==> config.mk <==
export PLATFORM = sky130hd
export DESIGN_NAME = sarc_adc_controller
export DESIGN_NICKNAME = d
export VERILOG_FILES = /design/src/sarc_pkg_unused_guard.sv /design/src/sarc_pkg.sv /design/src/sarc_adc_controller.sv /design/src/sarc_step_timer.sv
export VERILOG_INCLUDE_DIRS = /design/src
export SDC_FILE = /design/constraint.sdc
export NUM_CORES = 1
export LEC_CHECK = 0
export ABC_AREA = 1
export BUFFER_PORTS_ARGS = -buffer_cell sky130_fd_sc_hd__buf_2
export CORE_MARGIN = 1.5
export CORE_UTILIZATION = 55
export CTS_BUF_LIST = sky130_fd_sc_hd__clkbuf_16
export DETAILED_ROUTE_END_ITERATION = 10
export PLACE_DENSITY = 0.88
export SLEW_MARGIN = 0
export SYNTH_ARGS = -nofsm -noshare
export SYNTH_HDL_FRONTEND = slang
export SYNTH_HIERARCHICAL = 1
export SYNTH_SLANG_ARGS = --single-unit
==> constraint.sdc <==
create_clock -name clk -period 2.48 [get_ports clk]
set_clock_uncertainty 0.15 [all_clocks]
set_input_delay 0.744 -clock clk [delete_from_list [all_inputs] [get_ports clk]]
set_output_delay 0.744 -clock clk [all_outputs]
set_load 0.03 [all_outputs]
==> src/sarc_consts.svh <==
// named constants of the successive-approximation converter controller
// assumes a 16-bit register address space and 8-bit control registers
`ifndef SARC_CONSTS_SVH
`define SARC_CONSTS_SVH

// ----------------------------------------------------------------------
// register addresses
// ----------------------------------------------------------------------
`define SARC_ADDR_MODE 16'hff8d
`define SARC_ADDR_RES_WIDE 16'hff1e
`define SARC_ADDR_RES_HIGH 16'hff1f
`define SARC_ADDR_CHAN 16'hff8e
`define SARC_ADDR_PINCFG 16'hff8f
`define SARC_ADDR_PINFUNC 16'hff90
`define SARC_ADDR_PINDIR 16'hff22
`define SARC_ADDR_STATUS 16'hff91

// ----------------------------------------------------------------------
// reset values
// ----------------------------------------------------------------------
`define SARC_RST_MODE 8'h00
`define SARC_RST_CHAN 3'h0
`define SARC_RST_PINCFG 8'h00
`define SARC_RST_PINFUNC 8'h00
`define SARC_RST_PINDIR 8'hff
`define SARC_RST_CODE 10'h000

// ----------------------------------------------------------------------
// mode register field positions
// ----------------------------------------------------------------------
`define SARC_MODE_RUN 7
`define SARC_MODE_FR_HI 6
`define SARC_MODE_FR_LO 3
`define SARC_MODE_LV_HI 2
`define SARC_MODE_LV_LO 1
`define SARC_MODE_CMP 0

// ----------------------------------------------------------------------
// conversion timing, in conversion-clock steps
// ----------------------------------------------------------------------
`define SARC_RES_BITS 10
`define SARC_MSB_IDX 4'h9
`define SARC_LSB_IDX 4'h0
`define SARC_FAD_LEN_LV0 22
`define SARC_FAD_LEN_LV1 40
`define SARC_LOAD_STEPS 1
`define SARC_RES_PAD 6

// conversion clock divisors per frequency-select code
`define SARC_DIV_FR3 5'h10
`define SARC_DIV_0000 5'h0c
`define SARC_DIV_0001 5'h08
`define SARC_DIV_0010 5'h06
`define SARC_DIV_0011 5'h04
`define SARC_DIV_0100 5'h03
`define SARC_DIV_0101 5'h02

// ----------------------------------------------------------------------
// clock rate and comparator settling time
// ----------------------------------------------------------------------
`define SARC_CLK_MHZ 250
`define SARC_COMP_SETTLE_NS 1000
`define SARC_NS_PER_US 1000

`endif

==> src/sarc_pkg_unused_guard.sv <==
// intentionally empty
`timescale 1ns/10ps

==> src/sarc_pkg.sv <==
// types shared by the converter controller files
// assumes sarc_consts.svh holds every number
package sarc_pkg;

  // ----------------------------------------------------------------------
  // register bus request
  // ----------------------------------------------------------------------
  typedef struct packed {
    logic [15:0] addr;  // register address
    logic [15:0] wdata; // write data, control data in low byte
    logic [7:0] wmask;  // bit mask for single-bit or byte writes
    logic wr;           // one-cycle write strobe
    logic rd;           // one-cycle read strobe
  } sarc_bus_req_s;

  // conversion sequencer states
  typedef enum logic [1:0] {
    ST_IDLE,
    ST_SAMPLE,
    ST_BITS,
    ST_LOAD
  } sarc_state_e;

  // approximation code
  typedef logic [9:0] sarc_code_t;

endpackage

==> src/sarc_adc_controller.sv <==
// control logic of a 10-bit successive-approximation converter
// assumes an analog sample-hold, resistor string and comparator outside
//
// Decided for this implementation: the address-and-strobe port.
`timescale 1ns/10ps
`include "sarc_consts.svh"
module sarc_adc_controller #(
  parameter int NUM_CH = 8,
  parameter int CH_W = 3
) (
  input wire logic clk,
  input wire logic reset,
  input wire logic clkEn,
  input wire sarc_pkg::sarc_bus_req_s busReq,
  output logic [15:0] busRdata,
  output logic busWait,
  input wire logic compResultAsync,
  output logic sampleHold,
  output logic comparatorPower,
  output sarc_pkg::sarc_code_t trialCode,
  output logic [NUM_CH-1:0] channelOneHot,
  output logic [NUM_CH-1:0] pinAnalogMode,
  output logic [NUM_CH-1:0] pinFunction,
  output logic [NUM_CH-1:0] pinDirection,
  output logic conversionDoneIrq
);

  // ----------------------------------------------------------------------
  // constants
  // ----------------------------------------------------------------------
  localparam int SETTLE_CYC = (`SARC_COMP_SETTLE_NS * `SARC_CLK_MHZ
    + `SARC_NS_PER_US - 1) / `SARC_NS_PER_US;
  localparam int SETTLE_W = $clog2(SETTLE_CYC + 1);
  localparam logic [5:0] SAMPLE_LV0 = 6'(`SARC_FAD_LEN_LV0
    - `SARC_RES_BITS - `SARC_LOAD_STEPS);
  localparam logic [5:0] SAMPLE_LV1 = 6'(`SARC_FAD_LEN_LV1
    - `SARC_RES_BITS - `SARC_LOAD_STEPS);

  // ----------------------------------------------------------------------
  // functions
  // ----------------------------------------------------------------------
  // conversion clock divisor for a frequency-select code
  function automatic logic [4:0] freqDivisor(input logic [3:0] fr);
    logic [4:0] d;
    d = `SARC_DIV_FR3;
    if (!fr[3])
    begin
      unique case (fr[2:0])
        3'h0: d = `SARC_DIV_0000;
        3'h1: d = `SARC_DIV_0001;
        3'h2: d = `SARC_DIV_0010;
        3'h3: d = `SARC_DIV_0011;
        3'h4: d = `SARC_DIV_0100;
        3'h5: d = `SARC_DIV_0101;
        // prohibited codes fall back to the slowest clock
        default: d = `SARC_DIV_FR3;
      endcase
    end
    return d;
  endfunction

  // address match used by read and write decode
  function automatic logic hit(input logic [15:0] a, input logic [15:0] b);
    return a == b;
  endfunction

  // ----------------------------------------------------------------------
  // registers and state
  // ----------------------------------------------------------------------
  logic [7:0] converter_mode_reg; // run, timing, comparator control
  logic [CH_W-1:0] channel_select_reg; // channel to convert
  logic [NUM_CH-1:0] pin_analog_config_reg; // 1 = pin analog
  logic [NUM_CH-1:0] pin_function_reg; // 1 = segment output
  logic [NUM_CH-1:0] pin_direction_reg; // 1 = input
  logic [15:0] result_wide_reg; // left-aligned result
  logic [7:0] result_high_byte_reg; // upper result byte
  sarc_pkg::sarc_code_t approximation_reg; // trial and decided bits
  sarc_pkg::sarc_state_e state_reg; // sequencer state
  logic [3:0] bitIdx_reg; // bit under decision
  logic [5:0] sampleCnt_reg; // sample steps left
  logic [SETTLE_W-1:0] settleCnt_reg; // comparator warm-up count
  logic startSuspect_reg; // this conversion began unsettled
  logic resultSuspect_reg; // last loaded result is unreliable
  logic compMeta_reg; // synchroniser first stage
  logic compSync_reg; // synchronised comparator decision
  logic [7:0] modeNext; // mode after a masked write
  logic runBit; // conversion enabled
  logic cmpBit; // comparator enabled
  logic compSettled; // comparator past warm-up
  logic stepTick; // one conversion-clock step done
  logic [4:0] stepDivisor; // selected divisor

  assign runBit = converter_mode_reg[`SARC_MODE_RUN];
  assign cmpBit = converter_mode_reg[`SARC_MODE_CMP];
  assign compSettled = cmpBit && (settleCnt_reg == SETTLE_W'(SETTLE_CYC));
  assign stepDivisor = freqDivisor(
    converter_mode_reg[`SARC_MODE_FR_HI:`SARC_MODE_FR_LO]);
  // bit and byte writes merge through the mask
  assign modeNext = (converter_mode_reg & ~busReq.wmask)
    | (busReq.wdata[7:0] & busReq.wmask);

  // ----------------------------------------------------------------------
  // conversion clock
  // ----------------------------------------------------------------------
  sarc_step_timer #(
    .DIV_W(5)
  ) u_step (
    .clk(clk),
    .reset(reset),
    .clkEn(clkEn),
    .run(runBit),
    .divisor(stepDivisor),
    .tick(stepTick)
  );

  // ----------------------------------------------------------------------
  // comparator input synchroniser
  // ----------------------------------------------------------------------
  // two stages; only the second is read by logic
  always_ff @(posedge clk)
  begin
    if (reset)
    begin
      compMeta_reg <= 1'b0;
      compSync_reg <= 1'b0;
    end
    else if (clkEn)
    begin
      compMeta_reg <= compResultAsync;
      compSync_reg <= compMeta_reg;
    end
  end

  // ----------------------------------------------------------------------
  // control register writes
  // ----------------------------------------------------------------------
  // result addresses are not decoded for writes, so writes fall away
  always_ff @(posedge clk)
  begin
    if (reset)
    begin
      converter_mode_reg <= `SARC_RST_MODE;
      channel_select_reg <= `SARC_RST_CHAN;
      pin_analog_config_reg <= `SARC_RST_PINCFG;
      pin_function_reg <= `SARC_RST_PINFUNC;
      pin_direction_reg <= `SARC_RST_PINDIR;
    end
    else if (clkEn && busReq.wr)
    begin
      if (hit(busReq.addr, `SARC_ADDR_MODE))
        converter_mode_reg <= modeNext;
      if (hit(busReq.addr, `SARC_ADDR_CHAN))
        channel_select_reg <= busReq.wdata[CH_W-1:0];
      if (hit(busReq.addr, `SARC_ADDR_PINCFG))
        pin_analog_config_reg <= busReq.wdata[NUM_CH-1:0];
      if (hit(busReq.addr, `SARC_ADDR_PINFUNC))
        pin_function_reg <= busReq.wdata[NUM_CH-1:0];
      if (hit(busReq.addr, `SARC_ADDR_PINDIR))
        pin_direction_reg <= busReq.wdata[NUM_CH-1:0];
    end
  end

  // ----------------------------------------------------------------------
  // comparator warm-up
  // ----------------------------------------------------------------------
  // counts from comparator enable up to the settle time, then stops
  always_ff @(posedge clk)
  begin
    if (reset)
      settleCnt_reg <= '0;
    else if (clkEn)
    begin
      if (!cmpBit)
        settleCnt_reg <= '0;
      else if (!compSettled)
        settleCnt_reg <= SETTLE_W'(settleCnt_reg + 1'b1);
    end
  end

  // ----------------------------------------------------------------------
  // conversion sequencer
  // ----------------------------------------------------------------------
  // sample, ten bit steps, one load step, then round again
  always_ff @(posedge clk)
  begin
    if (reset)
    begin
      state_reg <= sarc_pkg::ST_IDLE;
      approximation_reg <= `SARC_RST_CODE;
      bitIdx_reg <= `SARC_MSB_IDX;
      sampleCnt_reg <= '0;
      startSuspect_reg <= 1'b0;
    end
    else if (clkEn)
    begin
      if (!runBit)
        state_reg <= sarc_pkg::ST_IDLE;
      else
      begin
        unique case (state_reg)
          sarc_pkg::ST_IDLE:
          begin
            // start: pick sample length from the level select
            state_reg <= sarc_pkg::ST_SAMPLE;
            sampleCnt_reg <= converter_mode_reg[`SARC_MODE_LV_LO]
              ? SAMPLE_LV1 : SAMPLE_LV0;
            startSuspect_reg <= !compSettled;
          end
          sarc_pkg::ST_SAMPLE:
          begin
            if (stepTick)
            begin
              if (sampleCnt_reg == 6'h01)
              begin
                // hold and place the MSB trial
                state_reg <= sarc_pkg::ST_BITS;
                bitIdx_reg <= `SARC_MSB_IDX;
                approximation_reg <= 10'h200;
              end
              else
                sampleCnt_reg <= 6'(sampleCnt_reg - 1'b1);
            end
          end
          sarc_pkg::ST_BITS:
          begin
            if (stepTick)
            begin
              // keep or drop the trial bit, then try the next lower
              approximation_reg[bitIdx_reg] <= compSync_reg;
              if (bitIdx_reg == `SARC_LSB_IDX)
                state_reg <= sarc_pkg::ST_LOAD;
              else
              begin
                approximation_reg[4'(bitIdx_reg - 1'b1)] <= 1'b1;
                bitIdx_reg <= 4'(bitIdx_reg - 1'b1);
              end
            end
          end
          sarc_pkg::ST_LOAD:
          begin
            if (stepTick)
            begin
              // repeat on the same channel with a fresh sample
              state_reg <= sarc_pkg::ST_SAMPLE;
              sampleCnt_reg <= converter_mode_reg[`SARC_MODE_LV_LO]
                ? SAMPLE_LV1 : SAMPLE_LV0;
              startSuspect_reg <= !compSettled;
            end
          end
        endcase
      end
    end
  end

  // ----------------------------------------------------------------------
  // result registers and completion pulse
  // ----------------------------------------------------------------------
  // loaded on the load step only; held while stopped
  always_ff @(posedge clk)
  begin
    if (reset)
    begin
      result_wide_reg <= 16'h0000;
      result_high_byte_reg <= 8'h00;
      resultSuspect_reg <= 1'b0;
      conversionDoneIrq <= 1'b0;
    end
    else if (clkEn)
    begin
      conversionDoneIrq <= 1'b0;
      if (runBit && state_reg == sarc_pkg::ST_LOAD && stepTick)
      begin
        result_wide_reg <= {approximation_reg,
          `SARC_RES_PAD'(0)};
        result_high_byte_reg <= approximation_reg[9:2];
        resultSuspect_reg <= startSuspect_reg;
        conversionDoneIrq <= 1'b1;
      end
    end
  end

  // ----------------------------------------------------------------------
  // register reads and wait indication
  // ----------------------------------------------------------------------
  // data stand in the cycle after the strobe; unmapped reads give zero
  always_ff @(posedge clk)
  begin
    if (reset)
    begin
      busRdata <= 16'h0000;
      busWait <= 1'b0;
    end
    else if (clkEn)
    begin
      busRdata <= 16'h0000;
      // result reads and mode writes insert one wait cycle
      busWait <= (busReq.rd && (hit(busReq.addr, `SARC_ADDR_RES_WIDE)
        || hit(busReq.addr, `SARC_ADDR_RES_HIGH)))
        || (busReq.wr && hit(busReq.addr, `SARC_ADDR_MODE));
      if (busReq.rd)
      begin
        if (hit(busReq.addr, `SARC_ADDR_MODE))
          busRdata <= {8'h00, converter_mode_reg};
        else if (hit(busReq.addr, `SARC_ADDR_RES_WIDE))
          busRdata <= result_wide_reg;
        else if (hit(busReq.addr, `SARC_ADDR_RES_HIGH))
          busRdata <= {8'h00, result_high_byte_reg};
        else if (hit(busReq.addr, `SARC_ADDR_CHAN))
          busRdata <= 16'(channel_select_reg);
        else if (hit(busReq.addr, `SARC_ADDR_PINCFG))
          busRdata <= 16'(pin_analog_config_reg);
        else if (hit(busReq.addr, `SARC_ADDR_PINFUNC))
          busRdata <= 16'(pin_function_reg);
        else if (hit(busReq.addr, `SARC_ADDR_PINDIR))
          busRdata <= 16'(pin_direction_reg);
        else if (hit(busReq.addr, `SARC_ADDR_STATUS))
          busRdata <= {13'h0000, state_reg != sarc_pkg::ST_IDLE,
            resultSuspect_reg, compSettled};
      end
    end
  end

  // ----------------------------------------------------------------------
  // analog side and pin control outputs
  // ----------------------------------------------------------------------
  // sample switch closed only while sampling; comparator on bit 0
  always_ff @(posedge clk)
  begin
    if (reset)
    begin
      sampleHold <= 1'b0;
      comparatorPower <= 1'b0;
      trialCode <= `SARC_RST_CODE;
      channelOneHot <= '0;
    end
    else if (clkEn)
    begin
      sampleHold <= runBit && (state_reg == sarc_pkg::ST_SAMPLE);
      comparatorPower <= cmpBit;
      trialCode <= approximation_reg;
      // only the selected pin joins the sample switch, whatever its analog setting
      channelOneHot <= runBit ? NUM_CH'(1) << channel_select_reg
        : '0;
    end
  end

  assign pinAnalogMode = pin_analog_config_reg;
  assign pinFunction = pin_function_reg;
  assign pinDirection = pin_direction_reg;

  // ----------------------------------------------------------------------
  // assertions
  // ----------------------------------------------------------------------
  AST_IRQ_PULSE: assert property (@(posedge clk) disable iff (reset)
    conversionDoneIrq && clkEn |=> !conversionDoneIrq)
    else $error("completion pulse longer than one cycle");

  AST_WIDE_LOW_ZERO: assert property (@(posedge clk) disable iff (reset)
    result_wide_reg[5:0] == 6'h00)
    else $error("wide result low bits not zero");

  AST_HIGH_MATCH: assert property (@(posedge clk) disable iff (reset)
    result_high_byte_reg == result_wide_reg[15:8])
    else $error("high byte differs from wide result");

  AST_LOAD_WITH_IRQ: assert property (@(posedge clk)
    disable iff (reset)
    !$stable(result_wide_reg) |-> conversionDoneIrq)
    else $error("result changed without completion");

  AST_STOP_IDLE: assert property (@(posedge clk) disable iff (reset)
    !runBit && clkEn |=> state_reg == sarc_pkg::ST_IDLE && !sampleHold)
    else $error("sequencer running while stopped");

  AST_HOLD_DURING_BITS: assert property (@(posedge clk)
    disable iff (reset)
    state_reg == sarc_pkg::ST_BITS ##1 state_reg == sarc_pkg::ST_BITS
    |-> !sampleHold)
    else $error("sample switch closed during bit decisions");

  AST_MSB_FIRST: assert property (@(posedge clk) disable iff (reset)
    state_reg == sarc_pkg::ST_BITS
    && $past(state_reg) == sarc_pkg::ST_SAMPLE
    |-> bitIdx_reg == `SARC_MSB_IDX && approximation_reg[9])
    else $error("decision did not start at the top bit");

  AST_READ_WAIT: assert property (@(posedge clk) disable iff (reset)
    busReq.rd && clkEn && hit(busReq.addr, `SARC_ADDR_RES_HIGH)
    |=> busWait)
    else $error("result read without wait cycle");

  AST_MODE_WAIT: assert property (@(posedge clk) disable iff (reset)
    busReq.wr && clkEn && hit(busReq.addr, `SARC_ADDR_MODE)
    |=> busWait)
    else $error("mode write without wait cycle");

  AST_CHANNEL: assert property (@(posedge clk) disable iff (reset)
    runBit && clkEn ##1 runBit
    |-> channelOneHot == NUM_CH'(1) << $past(channel_select_reg))
    else $error("wrong channel connected");

endmodule

==> src/sarc_step_timer.sv <==
// conversion clock divider: one tick every divisor cycles while running
// assumes divisor is at least 2 and stays fixed while run is high
`timescale 1ns/10ps
module sarc_step_timer #(
  parameter int DIV_W = 5
) (
  input wire logic clk,
  input wire logic reset,
  input wire logic clkEn,
  input wire logic run,
  input wire logic [DIV_W-1:0] divisor,
  output logic tick
);

  logic [DIV_W-1:0] cnt_reg; // cycle count within one step

  // ----------------------------------------------------------------------
  // divider
  // ----------------------------------------------------------------------
  // counts from run onward, restarts whenever run drops
  always_ff @(posedge clk)
  begin
    if (reset)
    begin
      cnt_reg <= '0;
      tick <= 1'b0;
    end
    else if (clkEn)
    begin
      if (!run)
      begin
        // stopped: hold counter at start
        cnt_reg <= '0;
        tick <= 1'b0;
      end
      else if (cnt_reg == DIV_W'(divisor - 1'b1))
      begin
        // end of step
        cnt_reg <= '0;
        tick <= 1'b1;
      end
      else
      begin
        cnt_reg <= DIV_W'(cnt_reg + 1'b1);
        tick <= 1'b0;
      end
    end
  end

endmodule

[Word-level counts from Yosys, hierarchy flattened]
Index checks and enable logic that the tools add are counted.
Word-level totals
  memories: 0
  flip-flop bits (word level): 131
  bits in latches: 0
  bits of input ports: 46
  output and inout bits: 62
  bits in read-only memories: 0
  logic and storage cells: 150
  bits in writable memories: 0
Operators by class
  equality and inequality tests: 31
  multiplexer cells: 48
  bitwise logic cells: 5
  multiply operators: 0
  divide/modulo/power cells: 0
  reductions and logical operators: 31
  $lt $le $gt $ge: 4
  add/sub/neg operators: 5
  shift operators: 1
Operators with widths (count)
  $eq A16 B16 Y1 const B: 8
  $mux W8: 8
  $mux W16: 3
  $mux W10: 4
  $pmux W5 S6: 1
  $mux W5: 4
  $pmux W10 S2: 1
  $mux W6: 3
  $pmux W6 S3: 1
  $reduce_and A6 Y1: 3
  $and A8 B8 Y8: 2
  $mux W4: 4
  $reduce_and A2 Y1: 7
  $mux W2: 6
  $bwmux W10: 1
  $lt A4 B5 Y1 const B: 2
  $or A10 B10 Y10: 1
  $logic_and A1 B1 Y1: 9
  $ne A3 B2 Y1 const B: 3
  $add A8 B1 Y8 const B: 1
  $demux W1 S4: 2
  $eq A8 B8 Y1 const B: 1
  $ge A4 B1 Y1 const B: 2
  $ne A2 B2 Y1 const B: 4
  other kinds (30): 44

[Depth between registers and ports, before layout]
Gate-level depths: netlist of run 1.
  word-level depth: 11
  gate-level depth with buffers: 15
  depth with buffers taken out: 15

[Modules after synthesis]
Netlist of run 1, hierarchy kept.
Modules (own cells, without submodules)
  sarc_adc_controller: instances 1, area each 5681.7 µm², cells an instance 783, seq. area each 2342.2 µm²
  sarc_step_timer: instances 1, area each 480.5 µm², cells an instance 88, seq. area each 120.1 µm²

[Least setup slack after synthesis of run 1]
Ideal clock, no wire load.
  path type: input port to flip-flop
  start point: input busReq[34] (netlist bit)
  end point: register with a tool-made name
  library setup time: 0.140 ns
  data arrival time: 1.860 ns
  slack: 0.331 ns
  stages on the path: 11
  data required time: 2.190 ns
  path buffers: 2
  cell sequence: nand2_1 -> nor2_1 -> nand2_2 -> inv_2 -> buf_4 -> nand4_4 -> nor2_4 -> buf_6 -> nand2_4 -> nor2_1 -> a211oi_2
RTL lines
  start, declared: line sarc_adc_controller.sv:14  | input wire sarc_pkg::sarc_bus_req_s busReq,

==> summary.txt, run 1 <==
Placed design
  • IO buf count: 99
  • Dpl cells: ~1100
  • DP Area: around 7000 µm²
  • Post-detail-place hpwl: between 10 and 15 mm
  • GPL Wtd Cong: around 0.95
  • Pre-CTS setup slack: about 0.078 ns

Clock network
  • CTS H-tree depth: 4
  • Post-CTS Resized: 0
  • Total CTS buffers: 17
  • Root Driver: clkbuf_16
  • CTS clk-pin slew, worst paths: roughly 0.060 ns
  • Postcts setup bufs: 0
  • Clk_lat worst skew: roughly 0.42 ns
  • Post-CTS Hold Buffers: 0
  • Clock buffer depth: 2
  • TritonCTS clock tree: built
  • Clock sinks: 123

STA
  • RSZ-0062 raised after global routing: no
  • Crit share post-route: 0.928
  • Worst rel slew slack: 0.661
  • Fin Setup TNS: 0 ns
  • Final count of hold timing violations: 0
  • Pins Over Slew Limit: 0
  • Worst-margin pin slew: 0.504 ns
  • Min Clock Period, post-route: 2.30 ns
  • Number of setup violations in the final report: 0
  • Fmax achieved: approximately 430 MHz
  • Min setup slack post-route: around 0.18 ns

Global route
  • Residual overflow from global routing: 0
  • Vias in the first global route: between 5000 and 6000
  • Largest net degree at the start of global routing: between 40 and 50
  • All-Layer GR Usage: 0.291
  • First-pass GRT wire length: between 20 and 30 mm
  • Number of antenna violations at the first check in global routing: 0

Job
  • Max cap viols: 0

Layout
  • Most frequent cells in the layout: nand2_1, dfxtp_1, nor2_1, buf_2, a21oi_1
  • Layout cells sized above 1: 0.206
  • Finished Cell Area: roughly 7400 µm²
  • Non-Filler Instances: around 1100
  • Commonest non-fill, non-tap cell in the layout: nand2_1
  • Fillers: between 800 and 900
  • Ant. Diodes: 0
  • Area grow syn2layout: 20.6%
  • Max reg flops: 16
  • Fin nets: around 1000

Run status
  • Status: completed

Synth
  • Register area share after synthesis: 0.400
  • Post-synthesis async set-or-reset flop share: 0
  • Syn Inst Count: 871
  • Synth cell types: 47
  • Synthesized area: around 6000 µm²
  • Synth Flop Type: dfxtp_1
  • #FFs+latches synth: ~120
  • Warnings from Yosys: 6
  • Number of synthesized flops with an enable pin: 0
  • Syn Nets: about 930
  • Syn Area/Cell: about 7.1 µm²

Hold path
  • Hold Path Class: reg -> reg

Power and ir drop
  • Final Power: ~4.6 mW
  • LEAKAGE: around 3.3 nW
  • PwrDens: roughly 620 nW/µm²
  • Max VDD drop: approximately 0.00033 V

Setup path
  • CP required: 2.62 ns
  • Type of the worst setup path: reg -> reg
  • Critical path data arrival time: approximately 2.4 ns
  • Crit. End Element: flop
  • Crit path max fanout: 5
  • Crit start category: flop

Floorplan
  • Chip width: approximately 110 µm
  • Die area: about 12000 µm²
  • Starting Density: 0.566
  • Io pins: 108
  • Die height: approximately 110 µm
  • Core area: 10900 µm²
  • Rows: 38

Drt
  • Via count: roughly 6400
  • Post-Route WL: about 17 mm
  • WL per Instance: 15.0 µm
  • TritonRoute pass-1 iters: 7
  • Routed vias/inst: 5.68
  • DR DRC count: 0
  • Remaining antenna violation count: 0
  • Initial DRC Count: between 500 and 600
## stage by stage
step | hold slack (ns) | utilization
finish | 0.313 | 0.682
global route | 0.335 | 0.682
CTS | 0.313 | 0.682
detailed placement | 0.305 | 0.631
global placement | 0.304 | 0.631
floorplan | 0.289 | -
## critical path: stages (launching register included)
cell and delay [ns]:
dfxtp_1 0.41, inv_1 0.12, nor4_1 0.40, inv_2 0.09
ha_1 0.32, inv_1 0.05, nand2_1 0.06, nand2_1 0.04
nor2_1 0.08, nand2_1 0.07, nor2_2 0.13, nand2_2 0.12
nand2_1 0.08, a21oi_1 0.06
## synthesized netlist by cell type, types with 6 or more instances
master,number,share of area
dfxtp_1,123,0.40
nor2_2,8,0.0081
nand4_1,12,0.012
ha_1,15,0.030
o211ai_1,16,0.019
inv_1,89,0.054
a21oi_1,92,0.075
nand2_2,11,0.011
nand3_1,33,0.027
nor2_1,111,0.068
nand2_1,182,0.11
o21ai_0,65,0.053
inv_2,14,0.0085
clkbuf_1,17,0.010
nor3_1,8,0.0065
nor2_4,6,0.011
## area by class of cell
cell class	count	area, µm²	share of cell area
Timing Repair Buffer	117	656	0.0882
Inverter	104	390	0.0525
Tap cell	140	175	0.0236
Multi-Input combinational cell	617	3180	0.428
Clock inverter	15	139	0.0187
Sequential cell	123	2460	0.331
Clock buffer	17	425	0.0572
## routing by layer
metal | share of wire | vias up | track usage
li1 | - | 3089 | -
met1 | 0.41 | 2933 | 0.364
met2 | 0.47 | 350 | 0.473
met3 | 0.082 | 64 | 0.0574
met4 | 0.041 | 0 | 0.157
met5 | 0 | - | 0
## cells by family after synthesis
family                   synth area share
adder cells (fa/ha/maj)            0.0305
AND/OR/NAND/NOR                     0.287
flip-flops                          0.400
AO/OA/AOI/OAI                       0.190
multiplexers                      0.00650
buffers and inverters              0.0839
XOR/XNOR                          0.00284
## power by group
group / internal (mW) / switching, mW
clock: 1.39 / 0.975
combinational: 0.0715 / 0.167
sequential: 1.99 / 0.00863
total: 3.45 / 1.15
## path summary, 6_finish.rpt
| kind | depth (start not counted) | start | slack [ns] | endpoint |
|---|---|---|---|---|
| worst max-delay path | 13 | flop | 0.18 | u_step/cnt_reg[3]$_SDFFE_PP0P_ |
| worst min-delay path | 2 | busRdata[10]$_SDFFE_PP0P_ | 0.31 | busRdata[10]$_SDFFE_PP0P_ |
| worst max register to register | 13 | flop | 0.18 | u_step/cnt_reg[3]$_SDFFE_PP0P_ |
| worst min register to register | 2 | busRdata[10]$_SDFFE_PP0P_ | 0.31 | busRdata[10]$_SDFFE_PP0P_ |
No activity file was read; power rests on OpenSTA's default activity.
==> run 2, diff against run 1 <==
CORE_MARGIN = 8   (was 1.5)
RECOVER_POWER = 25   (was unset)
==> run 2 against run 1 <==
Combinational power down 3%; global-route usage down 5.5 points; via count down 3.2%; non-clock buffer count down 2; wire length up 1.6%; sequential cell count unchanged; clock power up 8%; critical path type is now in -> reg; hold slack better by 0.0063 ns; critical endpoint is now state_reg[0]$_SDFFE_PP0P_; sequential share of layout area about the same; setup slack worse by 0.099 ns.
==> summary.txt, run 2 (same netlist as run 1, synthesis figures left out) <==
Hold path
  • Hold wc startpoint: busRdata[12]$_SDFFE_PP0P_
  • Hold Path Class: reg -> reg

Clock network
  • CTS H-tree depth: 4
  • Root Driver: clkbuf_16
  • Total CTS buffers: 17
  • CTS clk-pin slew, worst paths: ~0.06 ns
  • Clock sinks: around 120
  • TritonCTS clock tree: built
  • Clock buffer depth: 2
  • Postcts setup bufs: 0
  • Clk_lat worst skew: around 0.42 ns

Drt
  • DR DRC count: 0
  • TritonRoute pass-1 iters: 5
  • Routed vias/inst: 5.51
  • WL per Instance: about 15 µm
  • Post-Route WL: between 15 and 20 mm
  • Via count: between 6000 and 7000
  • Initial DRC Count: between 600 and 700
  • Remaining antenna violation count: 0

Setup path
  • R2r startpoint: state_reg[0]$_SDFFE_PP0P_
  • Slowest cell on crit path: clkbuf_1
  • Critical Path Start: clkEn
  • Crit. End Element: flop
  • Worst setup endpoint: state_reg[0]$_SDFFE_PP0P_
  • Crit start category: input port
  • CP Depth: 7
  • WP buf/inv: 3
  • Cell Chain, Critical Path: clkbuf_1 -> inv_1 -> clkbuf_1 -> a21oi_1 -> o21ai_1 -> a21oi_1 -> a211oi_1
  • Type of the worst setup path: in -> reg
  • Crit path max fanout: 12
  • Crit path max-delay family: buffers and inverters
  • RR Endpoint: sampleCnt_reg[5]$_SDFFE_PP0P_
  • CP required: about 2.6 ns
  • Crit path largest cell delay: roughly 0.5 ns
  • Reg2reg setup slack: between 0.2 and 0.25 ns
  • Critical path data arrival time: ~2.6 ns
  • Worst R2R Path Depth: 12

STA
  • Number of setup violations in the final report: 0
  • Worst rel slew slack: 0.542
  • Worst-margin pin slew: 0.687 ns
  • Min Clock Period, post-route: 2.40 ns
  • RSZ-0062 raised after global routing: no
  • Crit share post-route: 0.968
  • Final count of hold timing violations: 0
  • Pins Over Slew Limit: 0
  • Fin Setup TNS: 0 ns
  • Min setup slack post-route: just under 0.08 ns
  • Fmax achieved: approximately 420 MHz

Layout
  • Area grow syn2layout: 20.5%
  • Layout cells sized above 1: 0.181
  • Fin util: 0.682
  • Ant. Diodes: 0
  • Commonest non-fill, non-tap cell in the layout: nand2_1
  • Most frequent cells in the layout: nand2_1, dfxtp_1, nor2_1, a21oi_1, inv_1
  • Fin nets: between 1000 and 1500
  • Max reg flops: 16

Floorplan
  • Die area: roughly 15000 µm²
  • Die height: 122 µm
  • Rows: 38
  • Starting Density: 0.566
  • Core area: 10900 µm²
  • Chip width: around 120 µm
  • Io pins: around 110

Global route
  • All-Layer GR Usage: 0.236
  • Residual overflow from global routing: 0
  • First-pass GRT wire length: approximately 28 mm
  • Largest net degree at the start of global routing: 49
  • Number of antenna violations at the first check in global routing: 0
  • Vias in the first global route: about 6000

Run status
  • Status: completed

Placed design
  • IO buf count: just under 100
  • Post-detail-place hpwl: ~12 mm
  • GPL Wtd Cong: roughly 0.92
  • Pre-CTS setup slack: around 0.071 ns

Job
  • Max cap viols: 0

Power and ir drop
  • Final Power: roughly 4.8 mW
  • Max VDD drop: roughly 0.00042 V
  • PwrDens: 644 nW/µm²
  • LEAKAGE: around 3.3 nW
run 2: what timing repair did:
item                                    CTS  global route
hold buffers                              0             0
endpoints found under the setup margin    0             1
gates resized for setup                   0             1
run 2: tightest hold or removal path, cell delays in order, from the launching register on:
cell     delay [ns]
dfxtp_1        0.31
nand2_1        0.06
a21oi_1        0.05
run 2: through the flow:
| stage | hold slack [ns] | area [µm²] | cells |
|---|---|---|---|
| floorplan | 0.289 | 6160 | 871 |
| global placement | 0.302 | 6850 | 1099 |
| detailed placement | 0.306 | 6850 | 1099 |
| CTS | 0.314 | 7460 | 1131 |
| global route | 0.331 | 7430 | 1131 |
| finish | 0.319 | 7430 | 1131 |
run 2: area by class of cell:
type	instances	area (µm²)
Clock buffer	17	425
Clock inverter	15	181
Fill cell	866	3460
Inverter	104	390
Multi-Input combinational cell	617	3190
Sequential cell	123	2460
Tap cell	140	175
Timing Repair Buffer	115	607
run 2: metal layers:
| layer | track usage | part of all wire |
|---|---|---|
| met1 | 0.285 | 0.42 |
| met3 | 0.0597 | 0.076 |
| met2 | 0.392 | 0.48 |
| met4 | 0.0987 | 0.026 |
| met5 | 0 | 0 |
run 2: where the power goes:
part / total (mW) / internal, mW / switching (mW) / leakage [nW]
combinational: 0.230 / 0.0652 / 0.165 / 1.96
sequential: 2.00 / 1.99 / 0.00893 / 0.994
clock: 2.56 / 1.66 / 0.897 / 0.294
run 2: how the worst min path moves through the flow:
stage / cells past startpoint / slack [ns] / to
4_1_cts: 2 / 0.31 / busRdata[12]$_SDFFE_PP0P_
2_1_floorplan: 2 / 0.29 / flop
3_3_place_gp: 2 / 0.30 / busRdata[8]$_SDFFE_PP0P_
3_5_place_dp: 2 / 0.31 / busRdata[12]$_SDFFE_PP0P_
5_1_grt: 2 / 0.33 / busRdata[14]$_SDFFE_PP0P_
6_report: 2 / 0.32 / busRdata[12]$_SDFFE_PP0P_
